[src/shared/omrg_pkg.sv]
// package: constants and types for the overlay memory ready generator
package omrg_pkg;

  // ----------------------------------------
  // widths and limits
  // ----------------------------------------
  localparam int unsigned WAIT_W = 4;
  localparam logic [3:0] WAIT_ZERO = 4'h0;
  localparam logic [3:0] WAIT_MAX = 4'hf;
  localparam logic [3:0] WAIT_FORCED_STD = 4'h1;
  localparam logic [3:0] WAIT_ONE = 4'h1;

  // ----------------------------------------
  // clock threshold for forced wait on the standard board, in kHz
  // ----------------------------------------
  localparam int unsigned FAST_CLK_LIMIT_KHZ = 12500;

  // ----------------------------------------
  // processor segment status encoding (two status bits of a memory cycle)
  // ----------------------------------------
  localparam logic [1:0] SEG_ALT = 2'h0;
  localparam logic [1:0] SEG_STACK = 2'h1;
  localparam logic [1:0] SEG_CODE = 2'h2;
  localparam logic [1:0] SEG_DATA = 2'h3;

  // ----------------------------------------
  // space selection bit positions
  // ----------------------------------------
  localparam int unsigned SPACE_CODE_BIT = 0;
  localparam int unsigned SPACE_DATA_BIT = 1;
  localparam logic [1:0] SPACE_RESET = 2'h3;

  // ----------------------------------------
  // switch reset values
  // ----------------------------------------
  localparam logic SW_ON = 1'b1;
  localparam logic SW_OFF = 1'b0;

  // ----------------------------------------
  // generator states
  // ----------------------------------------
  typedef enum logic [1:0] {
    OMRG_IDLE,
    OMRG_WAIT,
    OMRG_DONE
  } omrg_state_t;

endpackage

[src/omrg_sync.sv]
// two-flop synchroniser for a vector of pin levels
`timescale 1ns/1ps
module omrg_sync #(
  parameter int unsigned W = 1
) (
  // clock and reset
  input  wire logic         clk,
  input  wire logic         rst_b,
  // data
  input  wire logic [W-1:0] d,
  output logic      [W-1:0] q
);

  logic [W-1:0] meta;

  always_ff @(posedge clk or negedge rst_b) begin
    if (!rst_b) begin
      meta <= '0;
      q    <= '0;
    end else begin
      meta <= d;
      q    <= meta;
    end
  end

endmodule

[src/omrg_top.sv]
// overlay memory access qualifier and ready wait-state generator
`timescale 1ns/1ps

module omrg_top (
  // clock and reset
  input  wire logic       clk,
  input  wire logic       rst_b,
  // processor bus cycle, from pins
  input  wire logic       cycle_start,
  input  wire logic       cycle_end,
  input  wire logic [1:0] cycle_status,
  input  wire logic       cycle_is_memory,
  input  wire logic       addr_mapped,
  // chip-select wait programming of the cycle
  input  wire logic       chip_select_wait_bit_low,
  input  wire logic       chip_select_wait_bit_high,
  input  wire logic       ignore_external_ready_bit,
  // board and clock facts
  input  wire logic       fast_board_fitted,
  input  wire logic [15:0] cpu_clock_khz,
  // switch writes
  input  wire logic       switch_write,
  input  wire logic       set_internal_ready,
  input  wire logic       set_internal_timebase,
  input  wire logic       set_trace_run,
  input  wire logic       set_peek_poke_trace,
  input  wire logic       set_download_verify,
  input  wire logic       set_step_exec_only,
  input  wire logic       space_write,
  input  wire logic       code_space_choice,
  input  wire logic       data_space_choice,
  input  wire logic       wait_write,
  input  wire logic [3:0] wait_value,
  // outputs to the bus and emulator
  output logic            overlay_select,
  output logic            overlay_ready,
  output logic            target_ready_select,
  output logic            internal_timebase_switch,
  output logic            internal_ready_switch,
  output logic            trace_run_enable,
  output logic            peek_poke_trace,
  output logic            download_verify,
  output logic            step_on_execution_only,
  output logic [1:0]      mapped_space_select,
  output logic [3:0]      overlay_wait_count,
  output logic [3:0]      waits_inserted
);

  // ----------------------------------------
  // pin synchronisers
  // ----------------------------------------
  localparam int unsigned SYNC_W = 10;

  logic [SYNC_W-1:0] pins_raw;
  logic [SYNC_W-1:0] pins_s;

  assign pins_raw = {cycle_start, cycle_end, cycle_status, cycle_is_memory, addr_mapped,
                     chip_select_wait_bit_low, chip_select_wait_bit_high,
                     ignore_external_ready_bit, fast_board_fitted};

  omrg_sync #(.W(SYNC_W)) u_sync (
    .clk   (clk),
    .rst_b (rst_b),
    .d     (pins_raw),
    .q     (pins_s)
  );

  logic       s_start;
  logic       s_end;
  logic [1:0] s_status;
  logic       s_mem;
  logic       s_mapped;
  logic [1:0] s_cs_wait;
  logic       s_ign_rdy;
  logic       s_fast;
  logic       s_start_d;

  assign s_start   = pins_s[9];
  assign s_end     = pins_s[8];
  assign s_status  = pins_s[7:6];
  assign s_mem     = pins_s[5];
  assign s_mapped  = pins_s[4];
  assign s_cs_wait = {pins_s[2], pins_s[3]};
  assign s_ign_rdy = pins_s[1];
  assign s_fast    = pins_s[0];

  // ----------------------------------------
  // functions
  // ----------------------------------------
  function automatic logic [3:0] max_wait(input logic [3:0] a, input logic [3:0] b);
    max_wait = (a > b) ? a : b;
  endfunction

  function automatic logic space_hit(input logic [1:0] sel, input logic [1:0] st);
    logic is_code;
    is_code = (st == omrg_pkg::SEG_CODE);
    space_hit = (is_code && sel[omrg_pkg::SPACE_CODE_BIT]) ||
                (!is_code && sel[omrg_pkg::SPACE_DATA_BIT]);
  endfunction

  // ----------------------------------------
  // switches
  // ----------------------------------------
  always_ff @(posedge clk or negedge rst_b) begin
    if (!rst_b) begin
      trace_run_enable         <= omrg_pkg::SW_ON;
      download_verify          <= omrg_pkg::SW_ON;
      step_on_execution_only   <= omrg_pkg::SW_ON;
      internal_ready_switch    <= omrg_pkg::SW_OFF;
      internal_timebase_switch <= omrg_pkg::SW_OFF;
      peek_poke_trace          <= omrg_pkg::SW_OFF;
    end else if (switch_write) begin
      internal_ready_switch    <= set_internal_ready;
      internal_timebase_switch <= set_internal_timebase;
      trace_run_enable         <= set_trace_run;
      peek_poke_trace          <= set_peek_poke_trace;
      download_verify          <= set_download_verify;
      step_on_execution_only   <= set_step_exec_only;
    end
  end

  always_ff @(posedge clk or negedge rst_b) begin
    if (!rst_b) begin
      mapped_space_select <= omrg_pkg::SPACE_RESET;
    end else if (space_write) begin
      mapped_space_select <= {data_space_choice, code_space_choice};
    end
  end

  // ----------------------------------------
  // overlay speed with board forcing
  // ----------------------------------------
  logic       fast_clock;
  logic [3:0] user_wait;
  logic [3:0] next_overlay_wait_count;

  assign fast_clock = (32'(cpu_clock_khz) > omrg_pkg::FAST_CLK_LIMIT_KHZ);

  always_ff @(posedge clk or negedge rst_b) begin
    if (!rst_b) begin
      user_wait <= omrg_pkg::WAIT_ZERO;
    end else if (wait_write) begin
      user_wait <= wait_value;
    end
  end

  always_comb begin
    if (s_fast) begin
      next_overlay_wait_count = omrg_pkg::WAIT_ZERO;
    end else if (fast_clock) begin
      next_overlay_wait_count = max_wait(user_wait, omrg_pkg::WAIT_FORCED_STD);
    end else begin
      next_overlay_wait_count = user_wait;
    end
  end

  always_ff @(posedge clk or negedge rst_b) begin
    if (!rst_b) begin
      overlay_wait_count <= omrg_pkg::WAIT_ZERO;
    end else begin
      overlay_wait_count <= next_overlay_wait_count;
    end
  end

  // ----------------------------------------
  // cycle decode and effective wait count
  // ----------------------------------------
  logic       start_pulse;
  logic       hit;
  logic       use_internal;
  logic [3:0] eff_wait;

  always_ff @(posedge clk or negedge rst_b) begin
    if (!rst_b) begin
      s_start_d <= 1'b0;
    end else begin
      s_start_d <= s_start;
    end
  end

  assign start_pulse  = s_start && !s_start_d;
  assign hit          = s_mem && s_mapped && space_hit(mapped_space_select, s_status);
  assign use_internal = internal_ready_switch && !s_ign_rdy;

  always_comb begin
    if (use_internal) begin
      eff_wait = max_wait(overlay_wait_count, {2'h0, s_cs_wait});
    end else begin
      eff_wait = {2'h0, s_cs_wait};
    end
  end

  // ----------------------------------------
  // wait-state generator
  // ----------------------------------------
  omrg_pkg::omrg_state_t state;
  logic [3:0]            count;

  always_ff @(posedge clk or negedge rst_b) begin
    if (!rst_b) begin
      state          <= omrg_pkg::OMRG_IDLE;
      count          <= omrg_pkg::WAIT_ZERO;
      overlay_select <= 1'b0;
      overlay_ready  <= 1'b0;
      waits_inserted <= omrg_pkg::WAIT_ZERO;
      target_ready_select <= 1'b1;
    end else begin
      case (state)
        omrg_pkg::OMRG_IDLE: begin
          overlay_ready <= 1'b0;
          if (start_pulse && hit) begin
            overlay_select      <= 1'b1;
            target_ready_select <= !internal_ready_switch;
            waits_inserted      <= eff_wait;
            count               <= eff_wait;
            if (eff_wait == omrg_pkg::WAIT_ZERO) begin
              overlay_ready <= 1'b1;
              state         <= omrg_pkg::OMRG_DONE;
            end else begin
              state <= omrg_pkg::OMRG_WAIT;
            end
          end
        end
        omrg_pkg::OMRG_WAIT: begin
          count <= count - omrg_pkg::WAIT_ONE;
          if (count == omrg_pkg::WAIT_ONE) begin
            overlay_ready <= 1'b1;
            state         <= omrg_pkg::OMRG_DONE;
          end
          if (s_end) begin
            state          <= omrg_pkg::OMRG_IDLE;
            overlay_select <= 1'b0;
            overlay_ready  <= 1'b0;
            target_ready_select <= 1'b1;
          end
        end
        omrg_pkg::OMRG_DONE: begin
          if (s_end) begin
            overlay_ready       <= 1'b0;
            overlay_select      <= 1'b0;
            target_ready_select <= 1'b1;
            state               <= omrg_pkg::OMRG_IDLE;
          end
        end
        default: begin
          state <= omrg_pkg::OMRG_IDLE;
        end
      endcase
    end
  end

endmodule
[config.mk]
export PLATFORM = sky130hd
export DESIGN_NAME = omrg_top
export DESIGN_NICKNAME = d
export VERILOG_FILES = /design/src/shared/omrg_pkg.sv /design/src/omrg_sync.sv /design/src/omrg_top.sv
export SDC_FILE = /design/constraint.sdc
export NUM_CORES = 1
export LEC_CHECK = 0
export BUFFER_PORTS_ARGS = -buffer_cell sky130_fd_sc_hd__buf_2
export CORE_MARGIN = 2
export CORE_UTILIZATION = 47
export CTS_BUF_LIST = sky130_fd_sc_hd__clkbuf_4
export DETAILED_ROUTE_END_ITERATION = 10
export GPL_TIMING_DRIVEN = 0
export PLACE_DENSITY = 0.82
export SLEW_MARGIN = 20
export SYNTH_ARGS = -nofsm -noshare
export SYNTH_HDL_FRONTEND = slang
export SYNTH_SLANG_ARGS = --single-unit
export TNS_END_PERCENT = 100
[constraint.sdc]
create_clock -name clk -period 2.2 [get_ports clk]
set_input_delay 0.33 -clock clk [delete_from_list [all_inputs] [get_ports clk]]
set_output_delay 0.33 -clock clk [all_outputs]
set_load 0.01 [all_outputs]
Yosys cells after proc, flatten, opt, wreduce, memory -nomap -nowiden
Index checks and enable logic that the tools add are counted.
{"block": "totals", "reg_bits": 50, "inputBits": 43, "out_inout_bits": 19, "word_cells": 77}
{"block": "op_classes", "add_sub_neg": 1, "magnitude_cmp": 3, "eq_ne": 8, "mux": 24, "n_reduce_logical": 23}
{"op": "two-way mux 4 bit", "n": 6}
{"op": "greater-than comparator 16 x 14 -> 1 bit (second input constant)", "n": 1}
{"op": "two-way mux 2 bit", "n": 5}
{"op": "AND reduction 3 bit", "n": 3}
{"op": "two-way mux 1 bit", "n": 8}
{"op": "case mux 4 bit (2 select lines)", "n": 1}
{"op": "logical AND 1 bit", "n": 7}
{"op": "case mux 2 bit (3 select lines)", "n": 1}
{"op": "equality test 2 bit (second input constant)", "n": 2}
{"op": "equality test 4 x 1 -> 1 bit (second input constant)", "n": 1}
{"op": "greater-than comparator 4 x 1 -> 1 bit (second input constant)", "n": 1}
{"op": "greater-than comparator 4 x 2 -> 1 bit", "n": 1}
{"op": "zero test 1 bit", "n": 4}
{"op": "zero test 4 bit", "n": 1}
{"op": "inequality test 2 x 1 -> 1 bit (second input constant)", "n": 2}
{"op": "case mux 1 bit (2 select lines)", "n": 2}
{"op": "AND reduction 2 bit", "n": 2}
{"op": "nonzero test 2 bit", "n": 2}
{"op": "subtractor 4 x 1 -> 4 bit (second input constant)", "n": 1}
{"op": "inequality test 3 x 2 -> 1 bit (second input constant)", "n": 1}
{"op": "case mux 1 bit (3 select lines)", "n": 1}
{"op": "nonzero test 3 bit", "n": 1}
{"op": "equality test 2 x 1 -> 1 bit (second input constant)", "n": 1}
{"op": "zero test 2 bit", "n": 1}
{"op": "3 further kinds", "n": 3}

Longest topological paths before layout
Gate-level depths: netlist (run 1).
{"block": "depth", "depth_word": 8, "depth_mapped": 7, "depth_no_buf": 7}

By module
A second synthesis (run 1) with hierarchy kept.
{"block": "unflattened", "hier_cells": 165, "area_unflattened_um2": 2103.3}
{"module": "omrg_top", "n_inst": 1, "cells_each": 145, "area_per_inst_um2": 1602.8, "seq_area_each_um2": 758.2}
{"module": "omrg_sync", "n_inst": 1, "cells_each": 20, "area_per_inst_um2": 500.5, "seq_area_each_um2": 500.5}

Worst setup path before layout (run 1)
OpenSTA, ideal clock, no wires.
{"block": "synth_timing", "path_kind": "register to register", "startpoint": "register overlay_wait_count[1]", "endpoint": "register count[1]", "arrival_time_ps": 1609, "t_required_ps": 2075, "setup_slack_ps": 466, "path_stages_with_launch": 7, "path_buffers": 0, "synth_period_minus_slack_ps": 1734, "path_cell_list": "dfrtp_1 -> ha_1 -> nand2b_1 -> a221oi_2 -> o21bai_1 -> mux2i_1 -> a21oi_1"}
{"block": "synth_between", "elab_chain_len": 5}
{"item": "start, declared", "line_no": "omrg_top.sv:45", "rtl": "output logic [3:0] overlay_wait_count,"}
{"item": "start signal, assigned", "line_no": "omrg_top.sv:159", "rtl": "overlay_wait_count <= omrg_pkg::WAIT_ZERO;"}
{"item": "start signal, assigned", "line_no": "omrg_top.sv:161", "rtl": "overlay_wait_count <= next_overlay_wait_count;"}
{"item": "greater-than comparator 4 x 2 -> 1 bit", "line_no": "omrg_top.sv:91", "rtl": "max_wait = (a > b) ? a : b;"}
{"item": "two-way mux 4 bit *", "line_no": "omrg_top.sv:91"}
{"item": "two-way mux 4 bit *", "line_no": "omrg_top.sv:186", "rtl": "if (use_internal) begin"}
{"item": "two-way mux 4 bit *", "line_no": "omrg_top.sv:211", "rtl": "if (start_pulse && hit) begin"}
{"item": "case mux 4 bit (2 select lines) *", "line_no": "omrg_top.sv:208", "rtl": "case (state)"}
{"item": "end signal, assigned", "line_no": "omrg_top.sv:202", "rtl": "count <= omrg_pkg::WAIT_ZERO;"}
{"item": "end signal, assigned", "line_no": "omrg_top.sv:215", "rtl": "count <= eff_wait;"}
{"item": "end signal, assigned", "line_no": "omrg_top.sv:225", "rtl": "count <= count - omrg_pkg::WAIT_ONE;"}
{"item": "end, declared", "line_no": "omrg_top.sv:197", "rtl": "logic [3:0] count;"}
Mark *: on every way between the ends. The rest lies on a longest branch, timed or not. The select of a mux whose other input is x is not followed.
A chain may end at the register's enable or synchronous reset.

Worst setup path after layout (run 1)
{"block": "layout_timing", "startpoint": "register overlay_wait_count[1]", "endpoint": "register overlay_ready"}
{"block": "layout_between", "elab_chain_len": 7}
{"item": "greater-than comparator 4 x 2 -> 1 bit", "line_no": "omrg_top.sv:91"}
{"item": "two-way mux 4 bit *", "line_no": "omrg_top.sv:91"}
{"item": "two-way mux 4 bit *", "line_no": "omrg_top.sv:186"}
{"item": "zero test 4 bit *", "line_no": "omrg_top.sv:216", "rtl": "if (eff_wait == omrg_pkg::WAIT_ZERO) begin"}
{"item": "two-way mux 1 bit *", "line_no": "omrg_top.sv:216"}
{"item": "two-way mux 1 bit *", "line_no": "omrg_top.sv:211"}
{"item": "case mux 1 bit (3 select lines) *", "line_no": "omrg_top.sv:208"}
{"item": "end signal, assigned", "line_no": "omrg_top.sv:210", "rtl": "overlay_ready <= 1'b0;"}
{"item": "end signal, assigned", "line_no": "omrg_top.sv:217", "rtl": "overlay_ready <= 1'b1;"}
{"item": "end signal, assigned", "line_no": "omrg_top.sv:227", "rtl": "overlay_ready <= 1'b1;"}
{"item": "end, declared", "line_no": "omrg_top.sv:36", "rtl": "output logic overlay_ready,"}
Mark *: on every way between the ends. The rest lies on a longest branch, timed or not.

==> results of run 1 <==
-- registers in the layout, summed over array words and instances, names as in the netlist --
| signal | flops |
|---|---|
| u_sync.meta | 10 |
| s_start_d | 1 |
| count | 4 |
| step_on_execution_only | 1 |
| overlay_wait_count | 4 |
| internal_timebase_switch | 1 |
| overlay_select | 1 |
| trace_run_enable | 1 |
| u_sync.q | 10 |
| download_verify | 1 |
| overlay_ready | 1 |
| waits_inserted | 4 |
| user_wait | 4 |
| mapped_space_select | 2 |
| peek_poke_trace | 1 |
| state | 2 |
| target_ready_select | 1 |
| internal_ready_switch | 1 |
-- cells in the mapped netlist, drive strengths merged --
cell | instances | area share
or4 | 1 | 0.0036
nor4 | 1 | 0.0030
a22o | 2 | 0.0083
and2 | 1 | 0.0030
a41oi | 1 | 0.0042
a221oi | 1 | 0.0071
o2bb2ai | 1 | 0.0042
nand3 | 3 | 0.0071
nand2 | 13 | 0.023
o21a | 1 | 0.0036
o31ai | 2 | 0.0071
nand4b | 1 | 0.0042
nor3 | 2 | 0.0048
a31oi | 2 | 0.0060
nor4b | 2 | 0.0083
mux2 | 12 | 0.066
nand3b | 1 | 0.0036
o21bai | 2 | 0.0071
or2 | 1 | 0.0030
dfrtp | 44 | 0.52
o21ai | 10 | 0.024
o32ai | 1 | 0.0042
nor2b | 7 | 0.024
clkbuf | 2 | 0.0036
ha | 9 | 0.054
inv | 9 | 0.016
dfstp | 6 | 0.075
mux2i | 4 | 0.019
nor2 | 12 | 0.023
and2b | 1 | 0.0036
or3 | 3 | 0.0089
nand2b | 2 | 0.0060
a21oi | 5 | 0.012
a22oi | 3 | 0.017
a211o | 2 | 0.0083
-- routing by layer --
layer  wire (um)  part of all wire  up-vias  global-route usage
met5           0                 0        -                   0
met4          87             0.023        0              0.0776
met3         150             0.040        8              0.0385
met2        1960              0.52       42               0.278
met1        1590              0.42      714               0.199
li1            -                 -      732                   -
-- critical path: stages (launching register included) --
cell      delay, ns
dfrtp_1        0.45
ha_1           0.33
nand2b_1       0.07
a221oi_2       0.32
mux2i_1        0.35
a22oi_1        0.14
a21oi_1        0.17
-- per-stage QoR --
step / setup WS, ns / power (uW) / util / cells
floorplan: 0.466 / 1520 / - / 170
global placement: 0.383 / 1700 / 0.570 / 282
detailed placement: 0.365 / 1730 / 0.570 / 282
CTS: 0.307 / 2260 / 0.589 / 290
global route: 0.179 / 2380 / 0.592 / 291
finish: 0.305 / 2230 / 0.592 / 291
-- timing repair --
action,CTS,global route
resized for setup,0,0
endpoints found under the hold margin,0,32
hold buffers,0,1
-- layout make-up --
class                      instances  area (um2)
fill                             379        1760
sequential                        50        1260
multi-input combinational        109         801
timing repair buffer              61         313
tap                               52        65.1
clock inverter                     3        45.0
clock buffer                       5        37.5
inverter                           9        33.8
buffer                             2        7.51
-- worst paths after layout --
path / startpoint / end / depth (start not counted)
min: addr_mapped / u_sync.meta[4]$_DFF_PN0_ / 1
min in group asynchronous: rst_b / overlay_ready$_DFFE_PN0P_ / 2
max reg2reg: overlay_wait_count[1]$_DFF_PN0_ / overlay_ready$_DFFE_PN0P_ / 6
max: overlay_wait_count[1]$_DFF_PN0_ / overlay_ready$_DFFE_PN0P_ / 6
max in group asynchronous: rst_b / u_sync.q[0]$_DFF_PN0_ / 2
min reg2reg: u_sync.meta[1]$_DFF_PN0_ / u_sync.q[1]$_DFF_PN0_ / 0
-- logic make-up after synthesis --
| kind of cell | after synthesis | share of synthesized area |
|---|---|---|
| adder cells (fa/ha/maj) | 9 | 0.0536 |
| AND/OR/NAND/NOR | 51 | 0.129 |
| buffers and inverters | 11 | 0.0197 |
| AO/OA/AOI/OAI | 33 | 0.113 |
| multiplexers | 16 | 0.0852 |
| flip-flops | 50 | 0.599 |
-- power by group --
part / internal [uW] / switching, uW
logic: 251 / 294
registers: 1070 / 95.4
clock network: 239 / 284
==> metrics.csv, run 1 <==
stage,metric,value,unit
floorplan,core area,0.00432,mm2
floorplan,Die X-Extent,70.9,um
route,Initial DRC Count,62,
power_and_ir_drop,PwrDens,870,mW/mm2
timing,Relative slew margins,0.602,
cts,CTS buffer count,5,
worst_setup_path,R2R Setup Slk,0.30,ns
cts,CTS sink cnt,50,
floorplan,Die ar.,0.00502,mm2
layout,Diodes inserted,0,
cts,clock slew at reported path FFs,0.14,ns
placement,RD Place Congestion,0.869,
timing,final slew viol count,0,
placement,PortBufs,60,
timing,final hold vios,0,
timing,fin crit share,0.861,
timing,Post-Route Skew,0.0124,ns
cts,htree depth,2,
global_routing,number of global-route vias before repair,1530,
cts,CTS root buffer,clkbuf_4,
layout,"commonest cells after routing, fill and taps aside","59 x buf_2, 44 x dfrtp_1, 13 x nand2_1",
run,max-cap viol count,0,
outcome,run status,finished clean,
logic_synthesis,synth unique cells,40,
layout,share of cells above drive strength 1,0.381,
logic_synthesis,Syn Area/Cell,12.4,um2
route,Post-route DRC,0,
timing,Worst-Margin Slew,0.598,ns
cts,CTS tree,built,
logic_synthesis,syn nets,222,
power_and_ir_drop,VDD IR-drop max,0.550,mV
placement,placed instance area,0.00247,mm2
logic_synthesis,Yosys warning count,0,
global_routing,initial antenna violation count,0,
power_and_ir_drop,leakage power total,0.00125,uW
route,routed via count,1496,
logic_synthesis,register area share after synthesis,0.599,
worst_setup_path,CP required,2.50,ns
placement,dpl hpwl,2.84,mm
global_routing,largest net degree at the start of global routing,51,
global_routing,first-pass GRT wire length,6.46,mm
worst_setup_path,crit path kind,reg -> reg,
route,number of iterations in the first detailed-routing pass,4,
global_routing,Congestion Overflow GR,0,
cts,# Post-CTS Setup Buffers,0,
cts,Skew-Pair Late Insertion Delay,0.36,ns
floorplan,initial core utilization,0.486,
worst_setup_path,"Arr. time, crit path",2.20,ns
timing,min cycle time layout,1.90,ns
route,vias per cell,5.14,
layout,Final nets,290,
logic_synthesis,cells after synthesis,170,
floorplan,row count,24,
worst_setup_path,CP Capture Type,register,
timing,RSZ-0062 raised after global routing,no,
worst_setup_path,CP Max Fanout,4,
timing,hold slack final,0.0589,ns
timing,setup violators final,0,
timing,Final TNS setup,0,ns
route,post-route ant nets,0,
route,WL final,3.80,mm
route,WL/cell,13.0,um
hold_path,worst min path class,in -> reg,
global_routing,GR Util All Layers,0.164,
logic_synthesis,Yosys reg bits,50,
floorplan,Die H,70.9,um
worst_setup_path,Startpoint Class,register,
cts,clock tree buffer depth,2,
timing,Max Freq,528,MHz
layout,final instance area,0.00256,mm2
floorplan,io pins,62,
layout,"commonest non-fill, non-tap cell in the layout",buf_2,
layout,synth-to-layout area growth,21.9,%
logic_synthesis,Mapped Area,0.00210,mm2
Note: power is estimated with default switching activity, not from simulation.
==> inputs of run 2 (changes only) <==
--- a/config.mk
+++ b/config.mk
@@ -5,13 +5,14 @@
 export SDC_FILE = /design/constraint.sdc
 export NUM_CORES = 1
 export LEC_CHECK = 0
+export ABC_AREA = 1
 export BUFFER_PORTS_ARGS = -buffer_cell sky130_fd_sc_hd__buf_2
 export CORE_MARGIN = 2
 export CORE_UTILIZATION = 47
 export CTS_BUF_LIST = sky130_fd_sc_hd__clkbuf_4
 export DETAILED_ROUTE_END_ITERATION = 10
 export GPL_TIMING_DRIVEN = 0
-export PLACE_DENSITY = 0.82
+export PLACE_DENSITY = 0.81
 export SLEW_MARGIN = 20
 export SYNTH_ARGS = -nofsm -noshare
 export SYNTH_HDL_FRONTEND = slang
==> metrics.csv, run 2 <==
stage,metric,value,unit,change
hold_path,hold path start,cycle_status[1],,
layout,"commonest non-fill, non-tap cell in the layout",buf_2,,
worst_setup_path,most repeated library cell on the critical path,nand2_1,,
worst_setup_path,"slowest stage delay, CP",0.45,ns,about the same
floorplan,row count,24,,unchanged
layout,Final nets,334,,+15%
timing,Post-Route Skew,0.0122,ns,-0.000255 ns
layout,synth-to-layout area growth,20.1,%,
layout,fin util,0.591,,-0.00103
global_routing,GR Util All Layers,0.163,,-0.00126
route,WL final,3.79,mm,-0.11%
worst_setup_path,Startpoint Class,register,,
logic_synthesis,Post-synth EDFFs,0,,unchanged
route,post-route ant nets,0,,unchanged
timing,Max Freq,607,MHz,+15%
route,Post-route DRC,0,,unchanged
logic_synthesis,Yosys warning count,0,,unchanged
timing,final slew viol count,0,,unchanged
route,routed via count,1598,,+6.8%
layout,"commonest cells after routing, fill and taps aside","59 x buf_2, 44 x dfrtp_1, 41 x nand2_1",,
timing,fin crit share,0.749,,-0.113
layout,Top Registers,"u_sync.meta: 10 flops, u_sync.q: 10 flops",,
logic_synthesis,Simple-Gate Fraction of Synth Area,0.190,,+0.0607
logic_synthesis,mux cell area share after synthesis,0.0259,,-0.0593
floorplan,initial core utilization,0.492,,+0.00652
hold_path,worst hold stages,1,,unchanged
worst_setup_path,R2R cell count,10,,+4
logic_synthesis,syn nets,266,,+20%
worst_setup_path,"Arr. time, crit path",1.91,ns,-0.29 ns
logic_synthesis,register area share after synthesis,0.579,,-0.0200
floorplan,Die X-Extent,72,um,+1.6%
timing,hold slack final,0.0626,ns,+0.00374 ns
timing,Relative slew margins,0.601,,-0.000707
layout,share of cells above drive strength 1,0.329,,-0.0521
timing,setup violators final,0,,unchanged
outcome,run status,finished clean,,
logic_synthesis,Synth Area in Compound Gates,0.0864,,-0.0268
global_routing,largest net degree at the start of global routing,51,,unchanged
cts,clock slew at reported path FFs,0.14,ns,about the same
worst_setup_path,CP Max Fanout,8,,+4
cts,CTS buffer count,5,,unchanged
logic_synthesis,Most used DFF post-synth,dfrtp_1,,
global_routing,initial antenna violation count,0,,unchanged
floorplan,io pins,62,,unchanged
timing,final worst setup slack,0.553,ns,+0.248 ns
layout,Diodes inserted,0,,unchanged
run,max-cap viol count,0,,unchanged
global_routing,Congestion Overflow GR,0,,unchanged
logic_synthesis,largest family of logic cells by synthesized area,simple AND/OR/NAND/NOR gates,,
logic_synthesis,fraction of the mapped netlist area in adder cells,0.0518,,-0.00179
timing,Worst-Margin Slew,0.599,ns,+0.00106 ns
route,WL/cell,11.3,um,-13%
floorplan,Die ar.,0.00518,mm2,+3.3%
logic_synthesis,synth unique cells,34,,-15%
floorplan,core area,0.00441,mm2,+2.1%
global_routing,first-pass GRT wire length,6.63,mm,+2.7%
logic_synthesis,XOR/XNOR Fraction of Synth Area,0.00806,,+0.00806
placement,dpl hpwl,2.88,mm,+1.4%
route,vias per cell,4.77,,-7.2%
power_and_ir_drop,leakage power total,0.00135,uW,+8.0%
cts,Skew-Pair Late Insertion Delay,0.36,ns,about the same
timing,final hold vios,0,,unchanged
power_and_ir_drop,Total Power,2190,uW,-1.9%
placement,RD Place Congestion,0.750,,-14%
logic_synthesis,top cell type's share of synthesized area,0.507,,-0.0175
worst_setup_path,R2R Setup Slk,0.55,ns,+0.25 ns
worst_setup_path,CP required,2.47,ns,-0.03 ns
timing,min cycle time layout,1.65,ns,-0.248 ns
route,Initial DRC Count,67,,+8.1%
logic_synthesis,Syn Area/Cell,10.2,um2,-18%
timing,Final TNS setup,0,ns,unchanged
route,number of iterations in the first detailed-routing pass,4,,unchanged
worst_setup_path,CP max stage cell,dfrtp_1,,
floorplan,Die H,72,um,+1.6%
hold_path,hold path endpoint,u_sync.meta[7]$_DFF_PN0_,,
worst_setup_path,r2r endpoint,state[1]$_DFFE_PN0P_,,
logic_synthesis,cells after synthesis,214,,+26%
worst_setup_path,crit path kind,reg -> reg,,
logic_synthesis,"area leader, netlist",dfrtp_1,,
cts,clock tree buffer depth,2,,unchanged
logic_synthesis,Synth area leaders,"dfrtp_1 51%, dfstp_2 7.3%, nand2_1 7.1%",,
logic_synthesis,most common cell in the netlist,dfrtp_1,,
cts,CTS sink cnt,50,,unchanged
placement,PortBufs,60,,unchanged
cts,CTS tree,built,,
cts,htree depth,2,,unchanged
logic_synthesis,Yosys reg bits,50,,unchanged
timing,RSZ-0062 raised after global routing,no,,
worst_setup_path,"Critical Path, Cell by Cell",inv_1 > ha_1 > inv_2 > a31oi_2 > o21bai_2 > nand2_1 > nand2_1 > nand2_1 > inv_1 > nand2_1,,
cts,CTS root buffer,clkbuf_4,,
placement,pre-CTS setup slack,0.581,ns,+0.217 ns
logic_synthesis,Mapped Area,0.00217,mm2,+3.5%
logic_synthesis,fraction of registers with async set/reset,1.00,,unchanged
worst_setup_path,CP Capture Type,register,,
cts,post-CTS sizing,0,,unchanged
logic_synthesis,synth cell count leaders,"44 x dfrtp_1, 41 x nand2_1, 31 x inv_1",,
power_and_ir_drop,PwrDens,838,mW/mm2,-3.8%
power_and_ir_drop,VDD IR-drop max,0.460,mV,-16%
hold_path,worst min path class,in -> reg,,
worst_setup_path,Critical R2R Launch,state[1]$_DFFE_PN0P_,,
global_routing,number of global-route vias before repair,1513,,-1.1%
[run 2: changes by cell type after synthesis, sizes merged, moves of 7 or more]
cell | before | now
o21ai | 10 | 20
inv | 9 | 33
nand3 | 3 | 11
nand2 | 13 | 43
mux2 | 12 | 5
nor2b | 7 | 0
[run 2: per-stage QoR]
stage               cells  cell area, um2
finish                335            2610
CTS                   334            2600
detailed placement    326            2540
floorplan             214            2170
global placement      326            2540
global route          335            2610
[run 2: worst max-delay path by stage]
stage,start,to,slack (ns),cells past startpoint
4_1_cts,state[1]$_DFFE_PN0P_,state[1]$_DFFE_PN0P_,0.56,10
3_5_place_dp,state[1]$_DFFE_PN0P_,state[1]$_DFFE_PN0P_,0.58,10
3_3_place_gp,state[1]$_DFFE_PN0P_,state[1]$_DFFE_PN0P_,0.61,10
5_1_grt,state[1]$_DFFE_PN0P_,state[1]$_DFFE_PN0P_,0.39,10
2_1_floorplan,overlay_wait_count[1]$_DFF_PN0_,state[1]$_DFFE_PN0P_,0.76,10
6_report,state[1]$_DFFE_PN0P_,state[1]$_DFFE_PN0P_,0.55,10
[run 2: cells by family after synthesis]
family	Yosys count
simple gates	85
flops	50
buf+inv	34
compound gates	29
fa+ha+maj	9
mux	5
xor+xnor	2
[run 2: report_power, final]
| group | internal [uW] | switching (uW) | total (uW) |
|---|---|---|---|
| logic | 251 | 384 | 635 |
| clock network | 138 | 273 | 412 |
| registers | 1060 | 77.5 | 1140 |
[run 2: area by class of cell]
cell class              count  area (um2)
flip-flops and latches     50        1260
clock buffers               6        45.0
clock inverters             2        13.8
well taps                  52        65.1
inverters                  33         124
repair buffers             61         313
plain buffers               1        3.75
fillers                   387        1800
multi-input cells         130         787
[run 2: worst max-delay path, delay by kind of cell (launching register included)]
family / cells / cell delay, ns
AND/OR/NAND/NOR: 4 / 0.27
flip-flops: 1 / 0.45
buffers and inverters: 3 / 0.32
AO/OA/AOI/OAI: 2 / 0.29
adder cells (fa/ha/maj): 1 / 0.25
[run 2: timing repair]
item                                   4_1_cts  5_1_grt
endpoints found under the hold margin        0       27
hold buffers                                 0        1
buffers inserted                             0        0
[run 2: layer usage]
metal,up-vias,track usage,share of wire,wire length [um]
li1,825,-,-,-
met1,721,0.203,0.42,1610
met2,43,0.274,0.50,1900
met3,9,0.0444,0.052,199
met4,0,0.0608,0.021,78
met5,-,0,0,0
